## src/hdl/usbe_pkg.sv

```systemverilog
package usbe_pkg;

  // ---------------------------------------------------------------
  // register map, byte addresses
  // ---------------------------------------------------------------
  localparam int          ADDR_W           = 8;
  localparam logic [7:0]  ADDR_OTG_EVENT   = 8'h00;
  localparam logic [7:0]  ADDR_ERR_FLAGS   = 8'h04;
  localparam logic [7:0]  ADDR_ERR_EN      = 8'h08;
  localparam logic [7:0]  ADDR_XFER_STAT   = 8'h0C;
  localparam logic [7:0]  ADDR_MAIN_IRQ_EN = 8'h10;
  localparam logic [7:0]  ADDR_XFER_DONE   = 8'h14;
  localparam logic [7:0]  ADDR_MODE_CTRL   = 8'h18;

  // ---------------------------------------------------------------
  // field positions
  // ---------------------------------------------------------------
  localparam int OTG_ID_BIT         = 7;
  localparam int OTG_MS_BIT         = 6;
  localparam int OTG_LINE_BIT       = 5;
  localparam int OTG_WAKE_BIT       = 4;
  localparam int OTG_SESS_DROP_BIT  = 3;
  localparam int OTG_SESS_END_BIT   = 2;
  localparam int OTG_SUPPLY_BIT     = 0;
  localparam logic [7:0] OTG_IMPL_MASK = 8'hFD;

  localparam int ERR_STUFF_BIT      = 7;
  localparam int ERR_MATRIX_BIT     = 6;
  localparam int ERR_DMA_BIT        = 5;
  localparam int ERR_TURN_BIT       = 4;
  localparam int ERR_FIELD_BIT      = 3;
  localparam int ERR_DCRC_BIT       = 2;
  localparam int ERR_TOKEN_EOF_BIT  = 1;
  localparam int ERR_PID_BIT        = 0;

  localparam int MAIN_SUM_EN_BIT    = 1;
  localparam int DONE_FLAG_BIT      = 0;
  localparam int DONE_IRQ_BIT       = 1;
  localparam int MODE_HOST_BIT      = 0;

  localparam int STAT_EP_LSB        = 4;
  localparam int STAT_DIR_BIT       = 3;
  localparam int STAT_ODD_BIT       = 2;
  localparam int STAT_ENTRY_W       = 6;
  localparam int STAT_DEPTH         = 4;

  // ---------------------------------------------------------------
  // reset values and timing
  // ---------------------------------------------------------------
  localparam logic [7:0] FLAGS_RESET   = 8'h00;
  localparam logic [7:0] ERR_EN_RESET  = 8'h00;
  localparam logic [1:0] LINE_RESET    = 2'h0;
  localparam int CLK_PERIOD_NS   = 10;
  localparam int MS_TIME_NS      = 1000000;
  localparam int MS_CYCLES_DEF   = (MS_TIME_NS + CLK_PERIOD_NS - 1) / CLK_PERIOD_NS;
  localparam int MS_CNT_W        = 17;
  localparam int TURN_LIMIT_BITS = 16;
  localparam int TURN_CNT_W      = 5;

  typedef enum logic [1:0] {
    USBE_TA_IDLE = 2'h1,
    USBE_TA_WAIT = 2'h2
  } usbe_ta_t;

endpackage : usbe_pkg

```

## src/hdl/usbe_flags.sv

```systemverilog
// The implementer's own choices: the register addresses and strobed register access.
`timescale 1ns/10ps
// Notes on behaviour
// - id pin change sets flag bit 7
// - millisecond timer expiry sets flag bit 6
// - line settled 1 ms and new sets bit 5
// - wake activity sets flag bit 4
// - supply below session end sets bit 3
// - session end input change sets bit 2
// - session valid change sets bit 0; bit 1 absent
// - bits 31..8 read zero, writes ignored
// - write one clears flag, zero keeps it
// - device mode: token crc failure sets error bit 1
// - host mode: busy at frame countdown zero sets bit 1
// - packet id check failure sets error bit 0
// - late grant or truncation sets memory error
// - over 16 idle bit times sets turnaround error
// - one enable bit per error flag
// - enable bit 1 gates crc or frame end
// - summary enable gates errors to module flag
// - status head: endpoint, direction, odd bank fields
// - four-entry status queue, clearing done flag advances
module usbe_flags #(
  parameter int MS_CYCLES = usbe_pkg::MS_CYCLES_DEF
) (
  input  wire logic                        clk_sys,
  input  wire logic                        rst,
  input  wire logic                        ce,
  input  wire logic [usbe_pkg::ADDR_W-1:0] addr,
  input  wire logic [31:0]                 wr_data,
  input  wire logic                        wr_en,
  input  wire logic                        rd_en,
  output logic      [31:0]                 rd_data,
  output logic                             module_irq_flag,
  input  wire logic                        id_pin,
  input  wire logic [1:0]                  line_state,
  input  wire logic                        wake_activity,
  input  wire logic                        session_end_in,
  input  wire logic                        session_valid_in,
  input  wire logic                        token_crc_fail,
  input  wire logic                        sof_count_zero,
  input  wire logic                        link_busy,
  input  wire logic                        pid_check_fail,
  input  wire logic                        bit_stuff_fail,
  input  wire logic                        bus_matrix_fail,
  input  wire logic                        mem_grant_late,
  input  wire logic                        rx_truncated,
  input  wire logic                        field_size_fail,
  input  wire logic                        data_crc_fail,
  input  wire logic                        eop_seen,
  input  wire logic                        bit_tick,
  input  wire logic                        response_seen,
  input  wire logic                        xfer_push,
  input  wire logic [3:0]                  xfer_ep,
  input  wire logic                        xfer_dir_tx,
  input  wire logic                        xfer_odd
);
  import usbe_pkg::*;

  localparam logic [MS_CNT_W-1:0]   MS_LAST   = MS_CNT_W'(MS_CYCLES - 1);
  localparam logic [TURN_CNT_W-1:0] TURN_TRIP = TURN_CNT_W'(TURN_LIMIT_BITS + 1);

  typedef struct packed {
    logic [7:0]            otg_flags;
    logic [7:0]            err_flags;
    logic [7:0]            err_en;
    logic                  sum_en;
    logic                  host_mode;
    logic                  primed;
    logic                  id_prev;
    logic                  sess_end_prev;
    logic                  sess_valid_prev;
    logic [1:0]            line_last;
    logic [1:0]            line_settled;
    logic [MS_CNT_W-1:0]   line_cnt;
    logic [MS_CNT_W-1:0]   ms_cnt;
    usbe_ta_t              ta_state;
    logic [TURN_CNT_W-1:0] ta_cnt;
    logic [31:0]           rd_data;
    logic                  irq;
  } usbe_flags_st_t;

  usbe_flags_st_t              st_reg;
  usbe_flags_st_t              st_next;
  logic [7:0]                  err_hit;
  logic                        err_summary;
  logic [STAT_ENTRY_W-1:0]     stat_head;
  logic                        stat_valid;
  logic                        stat_pop;
  logic [STAT_ENTRY_W-1:0]     stat_entry;
  logic [7:0]                  otg_set;
  logic [7:0]                  err_set;

  function automatic logic addr_hit(input logic [ADDR_W-1:0] a, input logic [ADDR_W-1:0] t);
    addr_hit = (a == t);
  endfunction : addr_hit

  // ---------------------------------------------------------------
  // transfer status queue
  // ---------------------------------------------------------------
  assign stat_entry = {xfer_ep, xfer_dir_tx, xfer_odd};
  assign stat_pop   = wr_en && addr_hit(addr, ADDR_XFER_DONE) && wr_data[DONE_FLAG_BIT];

  usbe_stat_fifo u_stat_fifo (
    .clk_sys   (clk_sys),
    .rst       (rst),
    .ce        (ce),
    .push      (xfer_push),
    .push_data (stat_entry),
    .pop       (stat_pop),
    .head      (stat_head),
    .not_empty (stat_valid),
    .full      ()
  );

  // ---------------------------------------------------------------
  // error summary
  // ---------------------------------------------------------------
  for (genvar i = 0; i < 8; i++) begin : g_hit
    assign err_hit[i] = st_reg.err_flags[i] & st_reg.err_en[i];
  end
  assign err_summary = |err_hit;

  // ---------------------------------------------------------------
  // next state
  // ---------------------------------------------------------------
  always_comb begin
    st_next = st_reg;
    otg_set = 8'h00;
    err_set = 8'h00;

    // edges only after one sample, so reset values never look like a change
    st_next.primed          = 1'b1;
    st_next.id_prev         = id_pin;
    st_next.sess_end_prev   = session_end_in;
    st_next.sess_valid_prev = session_valid_in;
    if (st_reg.primed) begin
      otg_set[OTG_ID_BIT]        = (id_pin != st_reg.id_prev);
      otg_set[OTG_SESS_DROP_BIT] = session_end_in && !st_reg.sess_end_prev;
      otg_set[OTG_SESS_END_BIT]  = (session_end_in != st_reg.sess_end_prev);
      otg_set[OTG_SUPPLY_BIT]    = (session_valid_in != st_reg.sess_valid_prev);
    end
    otg_set[OTG_WAKE_BIT] = wake_activity;

    // free-running millisecond timer
    if (st_reg.ms_cnt >= MS_LAST) begin
      st_next.ms_cnt      = '0;
      otg_set[OTG_MS_BIT] = 1'b1;
    end else begin
      st_next.ms_cnt = st_reg.ms_cnt + 1'b1;
    end

    // line settle watch; the count saturates so one settle gives one flag
    st_next.line_last = line_state;
    if (line_state != st_reg.line_last) begin
      st_next.line_cnt = '0;
    end else if (st_reg.line_cnt < MS_LAST) begin
      st_next.line_cnt = st_reg.line_cnt + 1'b1;
    end else if (st_reg.line_last != st_reg.line_settled) begin
      st_next.line_settled  = st_reg.line_last;
      otg_set[OTG_LINE_BIT] = 1'b1;
    end

    // turnaround watch, counted in bit times after end of packet
    case (st_reg.ta_state)
      USBE_TA_IDLE: begin
        if (eop_seen) begin
          st_next.ta_state = USBE_TA_WAIT;
          st_next.ta_cnt   = '0;
        end
      end
      USBE_TA_WAIT: begin
        if (response_seen) begin
          st_next.ta_state = USBE_TA_IDLE;
        end else if (st_reg.ta_cnt == TURN_TRIP) begin
          err_set[ERR_TURN_BIT] = 1'b1;
          st_next.ta_state      = USBE_TA_IDLE;
        end else if (bit_tick) begin
          st_next.ta_cnt = st_reg.ta_cnt + 1'b1;
        end
      end
      default: begin
        st_next.ta_state = USBE_TA_IDLE;
      end
    endcase

    err_set[ERR_STUFF_BIT]  = bit_stuff_fail;
    err_set[ERR_MATRIX_BIT] = bus_matrix_fail;
    err_set[ERR_DMA_BIT]    = mem_grant_late || rx_truncated;
    err_set[ERR_FIELD_BIT]  = field_size_fail;
    err_set[ERR_DCRC_BIT]   = data_crc_fail;
    err_set[ERR_PID_BIT]    = pid_check_fail;
    if (st_reg.host_mode) begin
      err_set[ERR_TOKEN_EOF_BIT] = sof_count_zero && link_busy;
    end else begin
      err_set[ERR_TOKEN_EOF_BIT] = token_crc_fail;
    end

    // register writes; only the low byte is stored anywhere
    if (wr_en) begin
      if (addr_hit(addr, ADDR_OTG_EVENT)) begin
        st_next.otg_flags = st_reg.otg_flags & ~wr_data[7:0];
      end
      if (addr_hit(addr, ADDR_ERR_FLAGS)) begin
        st_next.err_flags = st_reg.err_flags & ~wr_data[7:0];
      end
      if (addr_hit(addr, ADDR_ERR_EN)) begin
        st_next.err_en = wr_data[7:0];
      end
      if (addr_hit(addr, ADDR_MAIN_IRQ_EN)) begin
        st_next.sum_en = wr_data[MAIN_SUM_EN_BIT];
      end
      if (addr_hit(addr, ADDR_MODE_CTRL)) begin
        st_next.host_mode = wr_data[MODE_HOST_BIT];
      end
    end
    // a set in the clearing cycle wins
    st_next.otg_flags = (st_next.otg_flags | otg_set) & OTG_IMPL_MASK;
    st_next.err_flags = st_next.err_flags | err_set;

    // read data, one cycle after the strobe only
    st_next.rd_data = 32'h0;
    if (rd_en) begin
      if (addr_hit(addr, ADDR_OTG_EVENT)) begin
        st_next.rd_data[7:0] = st_reg.otg_flags;
      end
      if (addr_hit(addr, ADDR_ERR_FLAGS)) begin
        st_next.rd_data[7:0] = st_reg.err_flags;
      end
      if (addr_hit(addr, ADDR_ERR_EN)) begin
        st_next.rd_data[7:0] = st_reg.err_en;
      end
      if (addr_hit(addr, ADDR_XFER_STAT)) begin
        // head is meaningless while the done flag is low, so show zero
        st_next.rd_data[7:0] = stat_valid ? {stat_head, 2'h0} : 8'h00;
      end
      if (addr_hit(addr, ADDR_MAIN_IRQ_EN)) begin
        st_next.rd_data[MAIN_SUM_EN_BIT] = st_reg.sum_en;
      end
      if (addr_hit(addr, ADDR_XFER_DONE)) begin
        st_next.rd_data[DONE_FLAG_BIT] = stat_valid;
        st_next.rd_data[DONE_IRQ_BIT]  = st_reg.irq;
      end
      if (addr_hit(addr, ADDR_MODE_CTRL)) begin
        st_next.rd_data[MODE_HOST_BIT] = st_reg.host_mode;
      end
    end

    st_next.irq = err_summary && st_reg.sum_en;
  end

  always_ff @(posedge clk_sys) begin
    if (rst) begin
      st_reg              <= '0;
      st_reg.otg_flags    <= FLAGS_RESET;
      st_reg.err_flags    <= FLAGS_RESET;
      st_reg.err_en       <= ERR_EN_RESET;
      st_reg.line_last    <= LINE_RESET;
      st_reg.line_settled <= LINE_RESET;
      st_reg.ta_state     <= USBE_TA_IDLE;
    end else if (ce) begin
      st_reg <= st_next;
    end
  end

  assign rd_data         = st_reg.rd_data;
  assign module_irq_flag = st_reg.irq;

  // ---------------------------------------------------------------
  // checks
  // ---------------------------------------------------------------
  id_change_set_a: assert property (@(posedge clk_sys) disable iff (rst)
    (ce && st_reg.primed && id_pin != st_reg.id_prev) |=> st_reg.otg_flags[OTG_ID_BIT])
    else $error("id change did not set flag");

  ms_timer_set_a: assert property (@(posedge clk_sys) disable iff (rst)
    (ce && st_reg.ms_cnt == MS_LAST) |=> st_reg.otg_flags[OTG_MS_BIT])
    else $error("timer expiry did not set flag");

  line_settle_time_a: assert property (@(posedge clk_sys) disable iff (rst)
    $rose(st_reg.otg_flags[OTG_LINE_BIT]) |-> ($past(st_reg.line_cnt) == MS_LAST))
    else $error("line flag set before settle time");

  upper_zero_a: assert property (@(posedge clk_sys) disable iff (rst)
    $past(rd_en) |-> (rd_data[31:8] == 24'h0))
    else $error("upper read bits not zero");

  err_w1c_clear_a: assert property (@(posedge clk_sys) disable iff (rst)
    (ce && wr_en && addr == ADDR_ERR_FLAGS && wr_data[ERR_PID_BIT] && !pid_check_fail)
      |=> !st_reg.err_flags[ERR_PID_BIT])
    else $error("write one did not clear flag");

  token_crc_dev_a: assert property (@(posedge clk_sys) disable iff (rst)
    (ce && !st_reg.host_mode && token_crc_fail) |=> st_reg.err_flags[ERR_TOKEN_EOF_BIT])
    else $error("token crc error not flagged");

  frame_end_host_a: assert property (@(posedge clk_sys) disable iff (rst)
    (ce && st_reg.host_mode && sof_count_zero && link_busy)
      |=> st_reg.err_flags[ERR_TOKEN_EOF_BIT])
    else $error("frame end error not flagged");

  pid_fail_set_a: assert property (@(posedge clk_sys) disable iff (rst)
    (ce && pid_check_fail) |=> st_reg.err_flags[ERR_PID_BIT])
    else $error("pid failure not flagged");

  turn_trip_count_a: assert property (@(posedge clk_sys) disable iff (rst)
    $rose(st_reg.err_flags[ERR_TURN_BIT]) |-> ($past(st_reg.ta_cnt) == TURN_TRIP))
    else $error("turnaround error at wrong count");

  irq_gated_a: assert property (@(posedge clk_sys) disable iff (rst)
    (ce && !st_reg.sum_en) |=> !module_irq_flag)
    else $error("irq raised with summary disabled");

  irq_summary_a: assert property (@(posedge clk_sys) disable iff (rst)
    (ce && st_reg.sum_en && |(st_reg.err_flags & st_reg.err_en)) |=> module_irq_flag)
    else $error("enabled error did not raise irq");

  wake_set_a: assert property (@(posedge clk_sys) disable iff (rst)
    (ce && wake_activity) |=> st_reg.otg_flags[OTG_WAKE_BIT])
    else $error("wake activity did not set flag");

  sess_drop_set_a: assert property (@(posedge clk_sys) disable iff (rst)
    (ce && st_reg.primed && session_end_in && !st_reg.sess_end_prev)
      |=> st_reg.otg_flags[OTG_SESS_DROP_BIT])
    else $error("session drop did not set flag");

  sess_end_chg_a: assert property (@(posedge clk_sys) disable iff (rst)
    (ce && st_reg.primed && session_end_in != st_reg.sess_end_prev)
      |=> st_reg.otg_flags[OTG_SESS_END_BIT])
    else $error("session end change did not set flag");

  supply_chg_set_a: assert property (@(posedge clk_sys) disable iff (rst)
    (ce && st_reg.primed && session_valid_in != st_reg.sess_valid_prev)
      |=> st_reg.otg_flags[OTG_SUPPLY_BIT])
    else $error("session valid change did not set flag");

  mem_err_set_a: assert property (@(posedge clk_sys) disable iff (rst)
    (ce && (mem_grant_late || rx_truncated)) |=> st_reg.err_flags[ERR_DMA_BIT])
    else $error("memory error not flagged");

  err_en_write_a: assert property (@(posedge clk_sys) disable iff (rst)
    (ce && wr_en && addr == ADDR_ERR_EN) |=> (st_reg.err_en == $past(wr_data[7:0])))
    else $error("enable write not stored");

  read_idle_zero_a: assert property (@(posedge clk_sys) disable iff (rst)
    (ce && !rd_en) |=> (rd_data == 32'h0))
    else $error("read data not idle");

  stat_empty_zero_a: assert property (@(posedge clk_sys) disable iff (rst)
    (ce && rd_en && addr == ADDR_XFER_STAT && !stat_valid) |=> (rd_data == 32'h0))
    else $error("empty status head not zero");

endmodule : usbe_flags

```

## src/hdl/usbe_stat_fifo.sv

```systemverilog
`timescale 1ns/10ps
module usbe_stat_fifo (
  input  wire logic                              clk_sys,
  input  wire logic                              rst,
  input  wire logic                              ce,
  input  wire logic                              push,
  input  wire logic [usbe_pkg::STAT_ENTRY_W-1:0] push_data,
  input  wire logic                              pop,
  output logic      [usbe_pkg::STAT_ENTRY_W-1:0] head,
  output logic                                   not_empty,
  output logic                                   full
);
  import usbe_pkg::*;

  typedef struct packed {
    logic [STAT_DEPTH-1:0][STAT_ENTRY_W-1:0] mem;
    logic [1:0]                              wr_ptr;
    logic [1:0]                              rd_ptr;
    logic [2:0]                              count;
  } usbe_fifo_st_t;

  usbe_fifo_st_t st_reg;
  usbe_fifo_st_t st_next;
  logic          do_push;
  logic          do_pop;

  assign head      = st_reg.mem[st_reg.rd_ptr];
  assign not_empty = (st_reg.count != 3'h0);
  assign full      = (st_reg.count == 3'(STAT_DEPTH));

  // push into a full queue is dropped; the oldest entries are kept
  always_comb begin
    st_next = st_reg;
    do_push = push && !full;
    do_pop  = pop && not_empty;
    if (do_push) begin
      st_next.mem[st_reg.wr_ptr] = push_data;
      st_next.wr_ptr             = st_reg.wr_ptr + 2'h1;
    end
    if (do_pop) begin
      st_next.rd_ptr = st_reg.rd_ptr + 2'h1;
    end
    st_next.count = st_reg.count + {2'h0, do_push} - {2'h0, do_pop};
  end

  always_ff @(posedge clk_sys) begin
    if (rst) begin
      st_reg <= '0;
    end else if (ce) begin
      st_reg <= st_next;
    end
  end

  queue_advance_a: assert property (@(posedge clk_sys) disable iff (rst)
    (ce && pop && not_empty && !push) |=> (st_reg.count == $past(st_reg.count) - 3'h1))
    else $error("queue did not advance on pop");

endmodule : usbe_stat_fifo

```

## config.mk

```make
export PLATFORM = sky130hd
export DESIGN_NAME = usbe_flags
export DESIGN_NICKNAME = d
export VERILOG_FILES = /design/src/hdl/usbe_pkg.sv /design/src/hdl/usbe_flags.sv /design/src/hdl/usbe_stat_fifo.sv
export SDC_FILE = /design/constraint.sdc
export NUM_CORES = 1
export LEC_CHECK = 0
export ABC_AREA = 0
export BUFFER_PORTS_ARGS = -buffer_cell sky130_fd_sc_hd__buf_2
export CAP_MARGIN = 20
export CORE_MARGIN = 3
export CORE_UTILIZATION = 30
export CTS_BUF_LIST = sky130_fd_sc_hd__clkbuf_8
export DETAILED_ROUTE_END_ITERATION = 10
export PLACE_DENSITY = 0.57
export SYNTH_ARGS = -nofsm -noshare
export SYNTH_HDL_FRONTEND = slang
export SYNTH_SLANG_ARGS = --single-unit
```

## constraint.sdc

```tcl
create_clock -name clk_sys -period 3.17 [get_ports clk_sys]
set_input_delay 0.317 -clock clk_sys [delete_from_list [all_inputs] [get_ports clk_sys]]
set_output_delay 0.317 -clock clk_sys [all_outputs]
set_load 0.05 [all_outputs]
```

==> flow_summary.json, run 1 <==
{
  "outcome": "finished clean",
  "setup_viol": 0,
  "cts_tree": "yes",
  "dieArea_mm2": 0.0208,
  "slowest_delay_ps": 580,
  "clk_path_buf_depth": 2,
  "viasPerCell": 4.94,
  "drt_iter0_markers": 239,
  "r2r-start": "u_stat_fifo.st_reg[1]",
  "whs_endpoint": "st_reg[95]",
  "clock_latency_ps": 430,
  "post_cts_buffers": 0,
  "synth_top_flop_cell": "dfxtp_1",
  "period_share_pct": 80.6,
  "drc_errors": 0,
  "grt_pass1_vias": 4375,
  "finalHoldViolations": 0,
  "hp-start": "field_size_fail",
  "hold_class": "in2reg",
  "whs_path_depth": 3,
  "route.met2.wl_um": 6590,
  "synth_edf_count": 0,
  "routed_wl_um": 13800,
  "routed.top_layer": "met4",
  "ff2ff_path_depth": 10,
  "power.total_mw": 3.06,
  "grt_max_degree": 80,
  "final_nets": 798,
  "boundaryPins": 104,
  "setup_tns_ps": 0,
  "start_util_pct": 31.2,
  "die_y_um": 144,
  "place_area_mm2": 0.00609,
  "r2r-end": "u_stat_fifo.st_reg[2]",
  "synth_most_common_cell": "dfxtp_1",
  "ys_top_cells_by_count": "dfxtp_1, nand2_1, nor2_1",
  "place_congestion": 0.762,
  "synthesis.area_mm2": 0.00574,
  "drtPass1Iterations": 5,
  "final_area_mm2": 0.00645,
  "syn_avg_cell_area_um2": 8.56,
  "cts_sinks": 114,
  "setup.worst_path.start_class": "flip-flop",
  "coreArea_mm2": 0.0184,
  "yosysTopAreaCellShare_pct": 39.8,
  "antenna_cells": 0,
  "setup.worst_path.class": "reg2reg",
  "crit_chain": "o31ai_1 -> nor4_1 -> ha_1 -> inv_1 -> ha_1 -> fa_1 -> xor2_1 -> nor2_1 -> xnor2_1 -> nor2_1",
  "synth_top_cell_by_area": "dfxtp_1",
  "die_w_um": 144,
  "io_buffers": 55,
  "row_count": 49,
  "syn_inst": 670,
  "arrival_ps": 2840,
  "wl_met3_um": 626,
  "slowest_stage": "o31ai_1",
  "worst_pin_slew_ps": 854,
  "drt-wirelength-per-cell_um": 14.4,
  "vdd_drop_max_uv": 263,
  "crit_required_ps": 3450,
  "cts_max_level": 4,
  "relSlewSlack_pct": 43.1,
  "path_max_fanout": 5,
  "crit_start": "u_stat_fifo.st_reg[1]",
  "cts_hold_buf": 0,
  "ys_seq_area_share_pct": 39.8,
  "fin_crit_ps": 2560,
  "clkTransAtPathRegs_ps": 70,
  "crit_path_end_kind": "flip-flop",
  "globalRoute.totalOverflow": 0,
  "nFillCells": 1968,
  "yosys_warnings": 0,
  "track_usage_pct": 13.6,
  "ys_ff_latch": 114,
  "cts_root_buf": "clkbuf_8",
  "grt_setup_unrepaired": "false",
  "yosysUniqueCellTypes": 68,
  "final_layout_size_suffix_gt1_share_pct": 16.4,
  "area_growth_pct": 12.5,
  "vias": 4712,
  "max_freq_mhz": 391,
  "cts_resized": 0,
  "antenna_left": 0,
  "async_reset_ff_share_pct": 0,
  "grt_pass1_wl_um": 22400,
  "dp_hpwl_um": 10000,
  "numCtsBuffers": 17,
  "drv_cap": 0,
  "rrSetupSlack_ps": 610,
  "largest_register_ffs": 74,
  "power_density_mw_per_mm2": 475,
  "drt-met1-wl_um": 6390,
  "final-max-slew-violation-count": 0,
  "ys_top_cells_by_area": "dfxtp_1, a21oi_1, nand2_1",
  "finalClockSkew_ps": 9.32,
  "p_leak_nw": 2.36,
  "antenna_found_initial": 0
}
-- through the flow --
step	util [%]	cells	setup WS [ps]	hold WS [ps]
2_1_floorplan	-	693	529	426
3_3_place_gp	33.1	925	297	434
3_5_place_dp	33.1	925	258	445
4_1_cts	35.1	954	587	87.1
5_1_grt	35.1	954	421	134
6_report	35.1	954	614	129
-- worst max-delay path by stage --
| stage | cells past startpoint | end |
|---|---|---|
| global placement | 12 | u_stat_fifo.st_reg[2] |
| floorplan | 11 | u_stat_fifo.st_reg[2] |
| CTS | 10 | u_stat_fifo.st_reg[2] |
| finish | 10 | u_stat_fifo.st_reg[2] |
| global route | 10 | u_stat_fifo.st_reg[2] |
| detailed placement | 12 | u_stat_fifo.st_reg[2] |
-- worst max-delay path, delay by kind of cell, from the launching register on --
family          cells  cell delay (ps)
simple gates        3              280
xor+xnor            2              280
fa+ha+maj           3              880
buf+inv             1               40
compound gates      1              580
flops               1              360
-- cell usage in the layout (no fill, tap or decap), types with 7 or more instances in the layout --
cell type / Yosys / routed
or4_1: 7 / 7
or3_1: 8 / 8
buf_2: 0 / 55
nand4_1: 11 / 11
o21ai_1: 11 / 11
mux2_2: 8 / 8
dfxtp_1: 114 / 114
nor2_1: 71 / 71
clkbuf_8: 0 / 22
xor2_1: 10 / 10
mux2i_1: 23 / 23
o21ai_0: 12 / 12
buf_4: 33 / 7
nand2_1: 76 / 76
inv_1: 25 / 27
conb_1: 1 / 24
a21oi_1: 58 / 57
ha_1: 11 / 11
nand3_1: 47 / 47
xnor2_1: 16 / 16
-- power by group --
part,switching (mW),internal (mW)
Combinational,0.215,0.0950
Clock,0.556,0.701
Sequential,0.0282,1.47
Total,0.800,2.26
-- layer usage --
layer	track usage [%]	vias up
li1	-	2410
met1	17.8	2213
met2	21.8	79
met3	4.10	10
met4	4.12	0
met5	0	-
-- cell type report --
cell class | instances | area (um2) | area share (%)
Timing Repair Buffer | 62 | 328 | 5.08
Inverter | 27 | 101 | 1.57
Clock buffer | 22 | 303 | 4.69
Sequential cell | 114 | 2280 | 35.4
Tap cell | 229 | 287 | 4.44
Clock inverter | 7 | 60.1 | 0.931
Multi-Input combinational cell | 493 | 3090 | 47.9
-- logic make-up (layout without fill, tap and decap cells) --
logic type | after synthesis | in the layout | synth area share (%)
simple gates | 258 | 258 | 22.0
flops | 114 | 114 | 39.8
compound gates | 134 | 134 | 15.0
xor+xnor | 28 | 28 | 4.54
mux | 37 | 37 | 7.94
fa+ha+maj | 12 | 12 | 2.75
other cells | 1 | 24 | 0.0654
buf+inv | 86 | 118 | 7.92
Power figures use the tool's default switching activity.
==> run 2, diff against run 1 <==
--- a/config.mk
+++ b/config.mk
@@ -5,14 +5,14 @@
 export SDC_FILE = /design/constraint.sdc
 export NUM_CORES = 1
 export LEC_CHECK = 0
-export ABC_AREA = 0
+export ABC_AREA = 1
 export BUFFER_PORTS_ARGS = -buffer_cell sky130_fd_sc_hd__buf_2
 export CAP_MARGIN = 20
 export CORE_MARGIN = 3
 export CORE_UTILIZATION = 30
 export CTS_BUF_LIST = sky130_fd_sc_hd__clkbuf_8
 export DETAILED_ROUTE_END_ITERATION = 10
-export PLACE_DENSITY = 0.57
+export PLACE_DENSITY = 0.59
 export SYNTH_ARGS = -nofsm -noshare
 export SYNTH_HDL_FRONTEND = slang
 export SYNTH_SLANG_ARGS = --single-unit
==> constraint.sdc (replaced) <==
create_clock -name clk_sys -period 2.2 [get_ports clk_sys]
set_input_delay 0.22 -clock clk_sys [delete_from_list [all_inputs] [get_ports clk_sys]]
set_output_delay 0.22 -clock clk_sys [all_outputs]
set_load 0.05 [all_outputs]
==> flow_summary.json, run 2 <==
{
  "synth_top_flop_cell": "dfxtp_1",
  "die_y_um": 150,
  "synth_xor_area_share_pct": 2.54,
  "yosysUniqueCellTypes": 43,
  "largest_register_ffs": 74,
  "globalRoute.totalOverflow": 0,
  "ys_ff_latch": 114,
  "setup.worst_path.start_class": "flip-flop",
  "yosys_warnings": 0,
  "antenna_left": 0,
  "relSlewSlack_pct": 44.0,
  "drv_cap": 0,
  "power_density_mw_per_mm2": 677,
  "area_growth_pct": 15.0,
  "arrival_ps": 2370,
  "start_util_pct": 31.2,
  "post_cts_buffers": 0,
  "mostFrequentLayoutCells": "nand2_1, dfxtp_1, a21oi_1",
  "crit_chain": "inv_1 -> nand3_2 -> nand3_2 -> nor2_1 -> ha_1 -> inv_1 -> ha_1 -> fa_1 -> a21oi_1 -> o21ai_1 -> o21ai_1 -> a21oi_1",
  "final-max-slew-violation-count": 0,
  "ys_top_cells_by_area": "dfxtp_1, nand2_1, a21oi_1",
  "vdd_drop_max_uv": 545,
  "cts_tree": "yes",
  "comb_power_share_pct": 10.0,
  "max_freq_mhz": 493,
  "numCtsBuffers": 17,
  "synth_top_cell_by_area": "dfxtp_1",
  "final_nets": 1041,
  "synth_most_common_cell": "nand2_1",
  "row_count": 51,
  "track_usage_pct": 14.3,
  "drtPass1Iterations": 5,
  "setup.worst_path.class": "reg2reg",
  "p_clk_share_pct": 45.3,
  "cts_sinks": 114,
  "place_congestion": 0.822,
  "pwr-share-seq_pct": 44.7,
  "power_switching_mw": 1.41,
  "setup_slack_ps": 173,
  "antenna_cells": 0,
  "cts_max_level": 4,
  "period_share_pct": 92.1,
  "worst_pin_slew_ps": 840,
  "syn_inst": 897,
  "synth_compound_area_share_pct": 17.3,
  "synth_top_family_by_area": "simple AND/OR/NAND/NOR gates",
  "final_common_cell": "nand2_1",
  "grt_pass1_vias": 5301,
  "path_max_fanout": 3,
  "crit_path_end_kind": "flip-flop",
  "ys_seq_area_share_pct": 36.8,
  "setup_viol": 0,
  "io_buffers": 55,
  "finalHoldViolations": 0,
  "final_layout_size_suffix_gt1_share_pct": 16.1,
  "cts_root_buf": "clkbuf_8",
  "drt-wirelength-per-cell_um": 12.7,
  "grt_setup_unrepaired": "false",
  "synthesis.area_mm2": 0.00620,
  "ff2ff_path_depth": 12,
  "p_leak_nw": 2.67,
  "syn_avg_cell_area_um2": 6.92,
  "synth_edf_count": 0,
  "finalClockSkew_ps": 9.00,
  "synthSimpleGateAreaFrac_pct": 29.9,
  "setup_tns_ps": 0,
  "boundaryPins": 104,
  "slowest_stage": "fa_1",
  "clock_latency_ps": 450,
  "grt_max_degree": 69,
  "drt_iter0_markers": 388,
  "async_reset_ff_share_pct": 0,
  "ys_top_cells_by_count": "nand2_1, dfxtp_1, a21oi_1",
  "synth_mux_area_share_pct": 0,
  "grt_pass1_wl_um": 26000,
  "synth-adder-area-share_pct": 2.54,
  "vias": 5799,
  "hold_class": "in2reg",
  "whs_path_depth": 3,
  "intPower_mw": 3.42,
  "coreArea_mm2": 0.0199,
  "dp_slack_ps": 29.1,
  "antenna_found_initial": 0,
  "dp_hpwl_um": 11300,
  "die_w_um": 150,
  "yosysTopAreaCellShare_pct": 36.8,
  "viasPerCell": 4.69,
  "fin_crit_ps": 2030,
  "dieArea_mm2": 0.0224,
  "clkTransAtPathRegs_ps": 80,
  "slowest_delay_ps": 380,
  "drc_errors": 0,
  "switching_share_pct": 29.3,
  "outcome": "finished clean",
  "clk_path_buf_depth": 2,
  "routed_wl_um": 15700,
  "crit_required_ps": 2540
}
## run 2: logic make-up (layout without fill, tap and decap cells)
kind of cell	count (synthesis)	after routing
XOR/XNOR	18	18
flip-flops	114	114
AO/OA/AOI/OAI	197	197
AND/OR/NAND/NOR	418	418
other	1	24
buffers and inverters	137	188
adder cells (fa/ha/maj)	12	12
## run 2: layout make-up
class | count | area, um2
tap | 265 | 332
clock inverter | 15 | 198
timing repair buffer | 78 | 458
multi-input combinational | 669 | 3340
fill | 2136 | 12800
inverter | 78 | 293
clock buffer | 17 | 234
sequential | 114 | 2280
## run 2: power groups by stage
stage	clock, mW	combinational, mW	sequential, mW
2_1_floorplan	0	0.367	2.20
3_3_place_gp	0	0.476	2.20
3_5_place_dp	0	0.477	2.20
4_1_cts	2.24	0.484	2.16
5_1_grt	2.32	0.543	2.16
6_report	2.19	0.485	2.16
## run 2: metrics by stage
stage                     cells  power (mW)  utilization (%)  area [um2]  hold slack [ps]
after floorplan             920        2.56                -        6290              355
after global placement     1200        2.68             33.4        6660              441
after detailed placement   1200        2.68             33.4        6660              445
after CTS                  1236        4.88             35.8        7130            0.906
after global routing       1236        5.03             35.9        7140             14.7
final                      1236        4.83             35.9        7140             24.5
## run 2: timing repair
| item | in CTS | in global routing |
|---|---|---|
| setup endpoints to repair | 0 | 1 |
| resized for setup | 0 | 4 |
| endpoints found under the hold margin | 4 | 0 |
| hold buffers | 4 | 0 |
## run 2: metal layers
metal / part of all wire, % / wire length [um] / GRT usage (%)
met1: 50 / 7820 / 20.0
met4: 1.7 / 260 / 4.94
met5: 0 / 0 / 0
met2: 43 / 6800 / 21.5
met3: 5.0 / 783 / 3.39
## run 2: path summary, 6_finish.rpt
check,slack [ps],from,end
min reg2reg,450,u_stat_fifo.st_reg[30],u_stat_fifo.st_reg[30]
max,170,u_stat_fifo.st_reg[2],u_stat_fifo.st_reg[2]
max reg2reg,170,u_stat_fifo.st_reg[2],u_stat_fifo.st_reg[2]
min,20,line_state[0],st_reg[76]
## run 2: critical path, delay by kind of cell, from the launching register on
| family | cells | cell delay, ps |
|---|---|---|
| compound gates | 4 | 400 |
| flops | 1 | 320 |
| buf+inv | 2 | 150 |
| fa+ha+maj | 3 | 820 |
| simple gates | 3 | 240 |
==> run 3, diff against run 2 <==
--- a/config.mk
+++ b/config.mk
@@ -8,11 +8,11 @@
 export ABC_AREA = 1
 export BUFFER_PORTS_ARGS = -buffer_cell sky130_fd_sc_hd__buf_2
 export CAP_MARGIN = 20
-export CORE_MARGIN = 3
 export CORE_UTILIZATION = 30
 export CTS_BUF_LIST = sky130_fd_sc_hd__clkbuf_8
 export DETAILED_ROUTE_END_ITERATION = 10
-export PLACE_DENSITY = 0.59
+export PLACE_DENSITY = 0.58
 export SYNTH_ARGS = -nofsm -noshare
 export SYNTH_HDL_FRONTEND = slang
+export SYNTH_HIERARCHICAL = 1
 export SYNTH_SLANG_ARGS = --single-unit
==> constraint.sdc (replaced) <==
create_clock -name clk_sys -period 2.2 [get_ports clk_sys]
set_input_delay 0.11 -clock clk_sys [delete_from_list [all_inputs] [get_ports clk_sys]]
set_output_delay 0.11 -clock clk_sys [all_outputs]
set_load 0.05 [all_outputs]
==> flow_summary.json, run 3 <==
{
  "whs_path_depth": 3,
  "final_layout_size_suffix_gt1_share_pct": 14.4,
  "power.total_mw": 4.57,
  "cts_tree": "yes",
  "fin_cells": 1324,
  "worst_pin_slew_ps": 632,
  "final-max-slew-violation-count": 0,
  "clkTransAtPathRegs_ps": 80,
  "largest_register_ffs": 74,
  "clock_latency_ps": 440,
  "viasPerCell": 4.52,
  "die_w_um": 148,
  "setup_viol": 0,
  "path_depth": 13,
  "final_nets": 1119,
  "path_max_fanout": 3,
  "coreArea_mm2": 0.0210,
  "nFillCells": 2278,
  "track_usage_pct": 15.2,
  "area_growth_pct": 17.2,
  "cts_root_buf": "clkbuf_8",
  "vdd_drop_max_uv": 313,
  "drt_iter0_markers": 279,
  "arrival_ps": 2370,
  "yosys_warnings": 6,
  "ff2ff_path_depth": 11,
  "fin_crit_ps": 2050,
  "dp_cells": 1264,
  "grt_pass1_vias": 5554,
  "crit_required_ps": 2520,
  "routed_wl_um": 15600,
  "cts_max_level": 4,
  "setup.worst_path.start_class": "input port",
  "worst-path-buf-inv": 3,
  "setup.worst_path.class": "in2reg",
  "globalRoute.totalOverflow": 0,
  "power_density_mw_per_mm2": 609,
  "start_util_pct": 30.6,
  "rrSetupSlack_ps": 180,
  "syn_inst": 951,
  "boundaryPins": 104,
  "antenna_left": 0,
  "final_common_cell": "nand2_1",
  "drtPass1Iterations": 5,
  "finalHoldViolations": 0,
  "cts_sinks": 114,
  "dp_slack_ps": -72.1,
  "synthesis.area_mm2": 0.00640,
  "p_leak_nw": 3.17,
  "syn_avg_cell_area_um2": 6.73,
  "multi_input_area_mm2": 0.00341,
  "slowest_delay_ps": 530,
  "hold_class": "in2reg",
  "vias": 5980,
  "setup_slack_ps": 150,
  "antenna_cells": 0,
  "grt_setup_unrepaired": "false",
  "antenna_found_initial": 0,
  "slowest_stage": "dlygate4sd3_1",
  "dieArea_mm2": 0.0219,
  "dp_hpwl_um": 11400,
  "drc_errors": 0,
  "grt_max_degree": 49,
  "drv_cap": 0,
  "period_share_pct": 93.2,
  "crit_chain": "dlygate4sd3_1 -> buf_2 -> nand2_1 -> nor3_2 -> a21boi_2 -> ha_1 -> inv_1 -> ha_1 -> fa_1 -> nand2_1 -> nand3_1 -> o21ai_0 -> a21oi_1",
  "die_y_um": 148,
  "place_congestion": 0.817,
  "clk_path_buf_depth": 2,
  "outcome": "finished clean",
  "numCtsBuffers": 17,
  "finalClockSkew_ps": 16.0,
  "crit_family": "adder cells",
  "post_cts_buffers": 0,
  "relSlewSlack_pct": 57.9,
  "grt_pass1_wl_um": 26700,
  "io_buffers": 55,
  "mostFrequentLayoutCells": "nand2_1, nor2_1, dfxtp_1",
  "regArea_mm2": 0.00228,
  "drt-wirelength-per-cell_um": 11.8,
  "crit_path_end_kind": "flip-flop",
  "row_count": 53,
  "max_freq_mhz": 488
}
[run 3: cell count changes in the layout (fill, tap and decap cells not counted), moves of 15 or more]
cell           before  now
o21ai_0            65   50
nand2_1           188  238
nor2_1             96  138
inv_1              68   94
dlygate4sd3_1       4   28
nand3_1            74   48
[run 3: path summary, 6_finish.rpt]
check                        start                    end
max                     wr_data[0]  u_stat_fifo/st_reg[2]
min                      xfer_push  u_stat_fifo/st_reg[5]
max reg2reg  u_stat_fifo/st_reg[1]  u_stat_fifo/st_reg[2]
min reg2reg             rd_data[2]             rd_data[2]
[run 3: layout make-up]
cell class / count / area share, %
tap: 275 / 4.59
multi-input combinational: 701 / 45.4
clock buffer: 18 / 3.30
clock inverter: 14 / 1.75
sequential: 114 / 30.4
timing repair buffer: 103 / 9.57
inverter: 99 / 4.95
[run 3: stage by stage]
step / utilization (%) / hold WS [ps] / setup TNS [ps] / cell area, um2
2_1_floorplan: - / 179 / 0 / 6490
3_3_place_gp: 32.6 / 375 / -14.8 / 6840
3_5_place_dp: 32.6 / 367 / -102 / 6840
4_1_cts: 35.8 / 0.514 / 0 / 7490
5_1_grt: 35.8 / 18.3 / 0 / 7500
6_report: 35.8 / 31.6 / 0 / 7500
[run 3: layer usage]
metal | share of wire (%) | up-vias | global-route usage (%) | wire length, um
li1 | - | 3168 | - | -
met1 | 50 | 2682 | 19.7 | 7790
met2 | 45 | 116 | 25.1 | 7090
met3 | 3.5 | 14 | 3.16 | 548
met4 | 1.3 | 0 | 4.79 | 205
met5 | 0 | - | 0 | 0
[run 3: power by group]
part           leakage (nW)  switching [mW]  internal [mW]
Combinational          2.06           0.363          0.171
Sequential            0.926          0.0432           2.12
Clock                 0.182           0.937          0.932
[run 3: worst min-delay path, cell delays in order]
cell and delay (ps):
buf_2 150, nand4_1 100, a21oi_1 60
[run 3: what timing repair did]
item / 4_1_cts / 5_1_grt
hold buffers: 28 / 0
setup endpoints to repair: 0 / 2
gates resized for setup: 0 / 2
hold endpoints to repair: 47 / 0
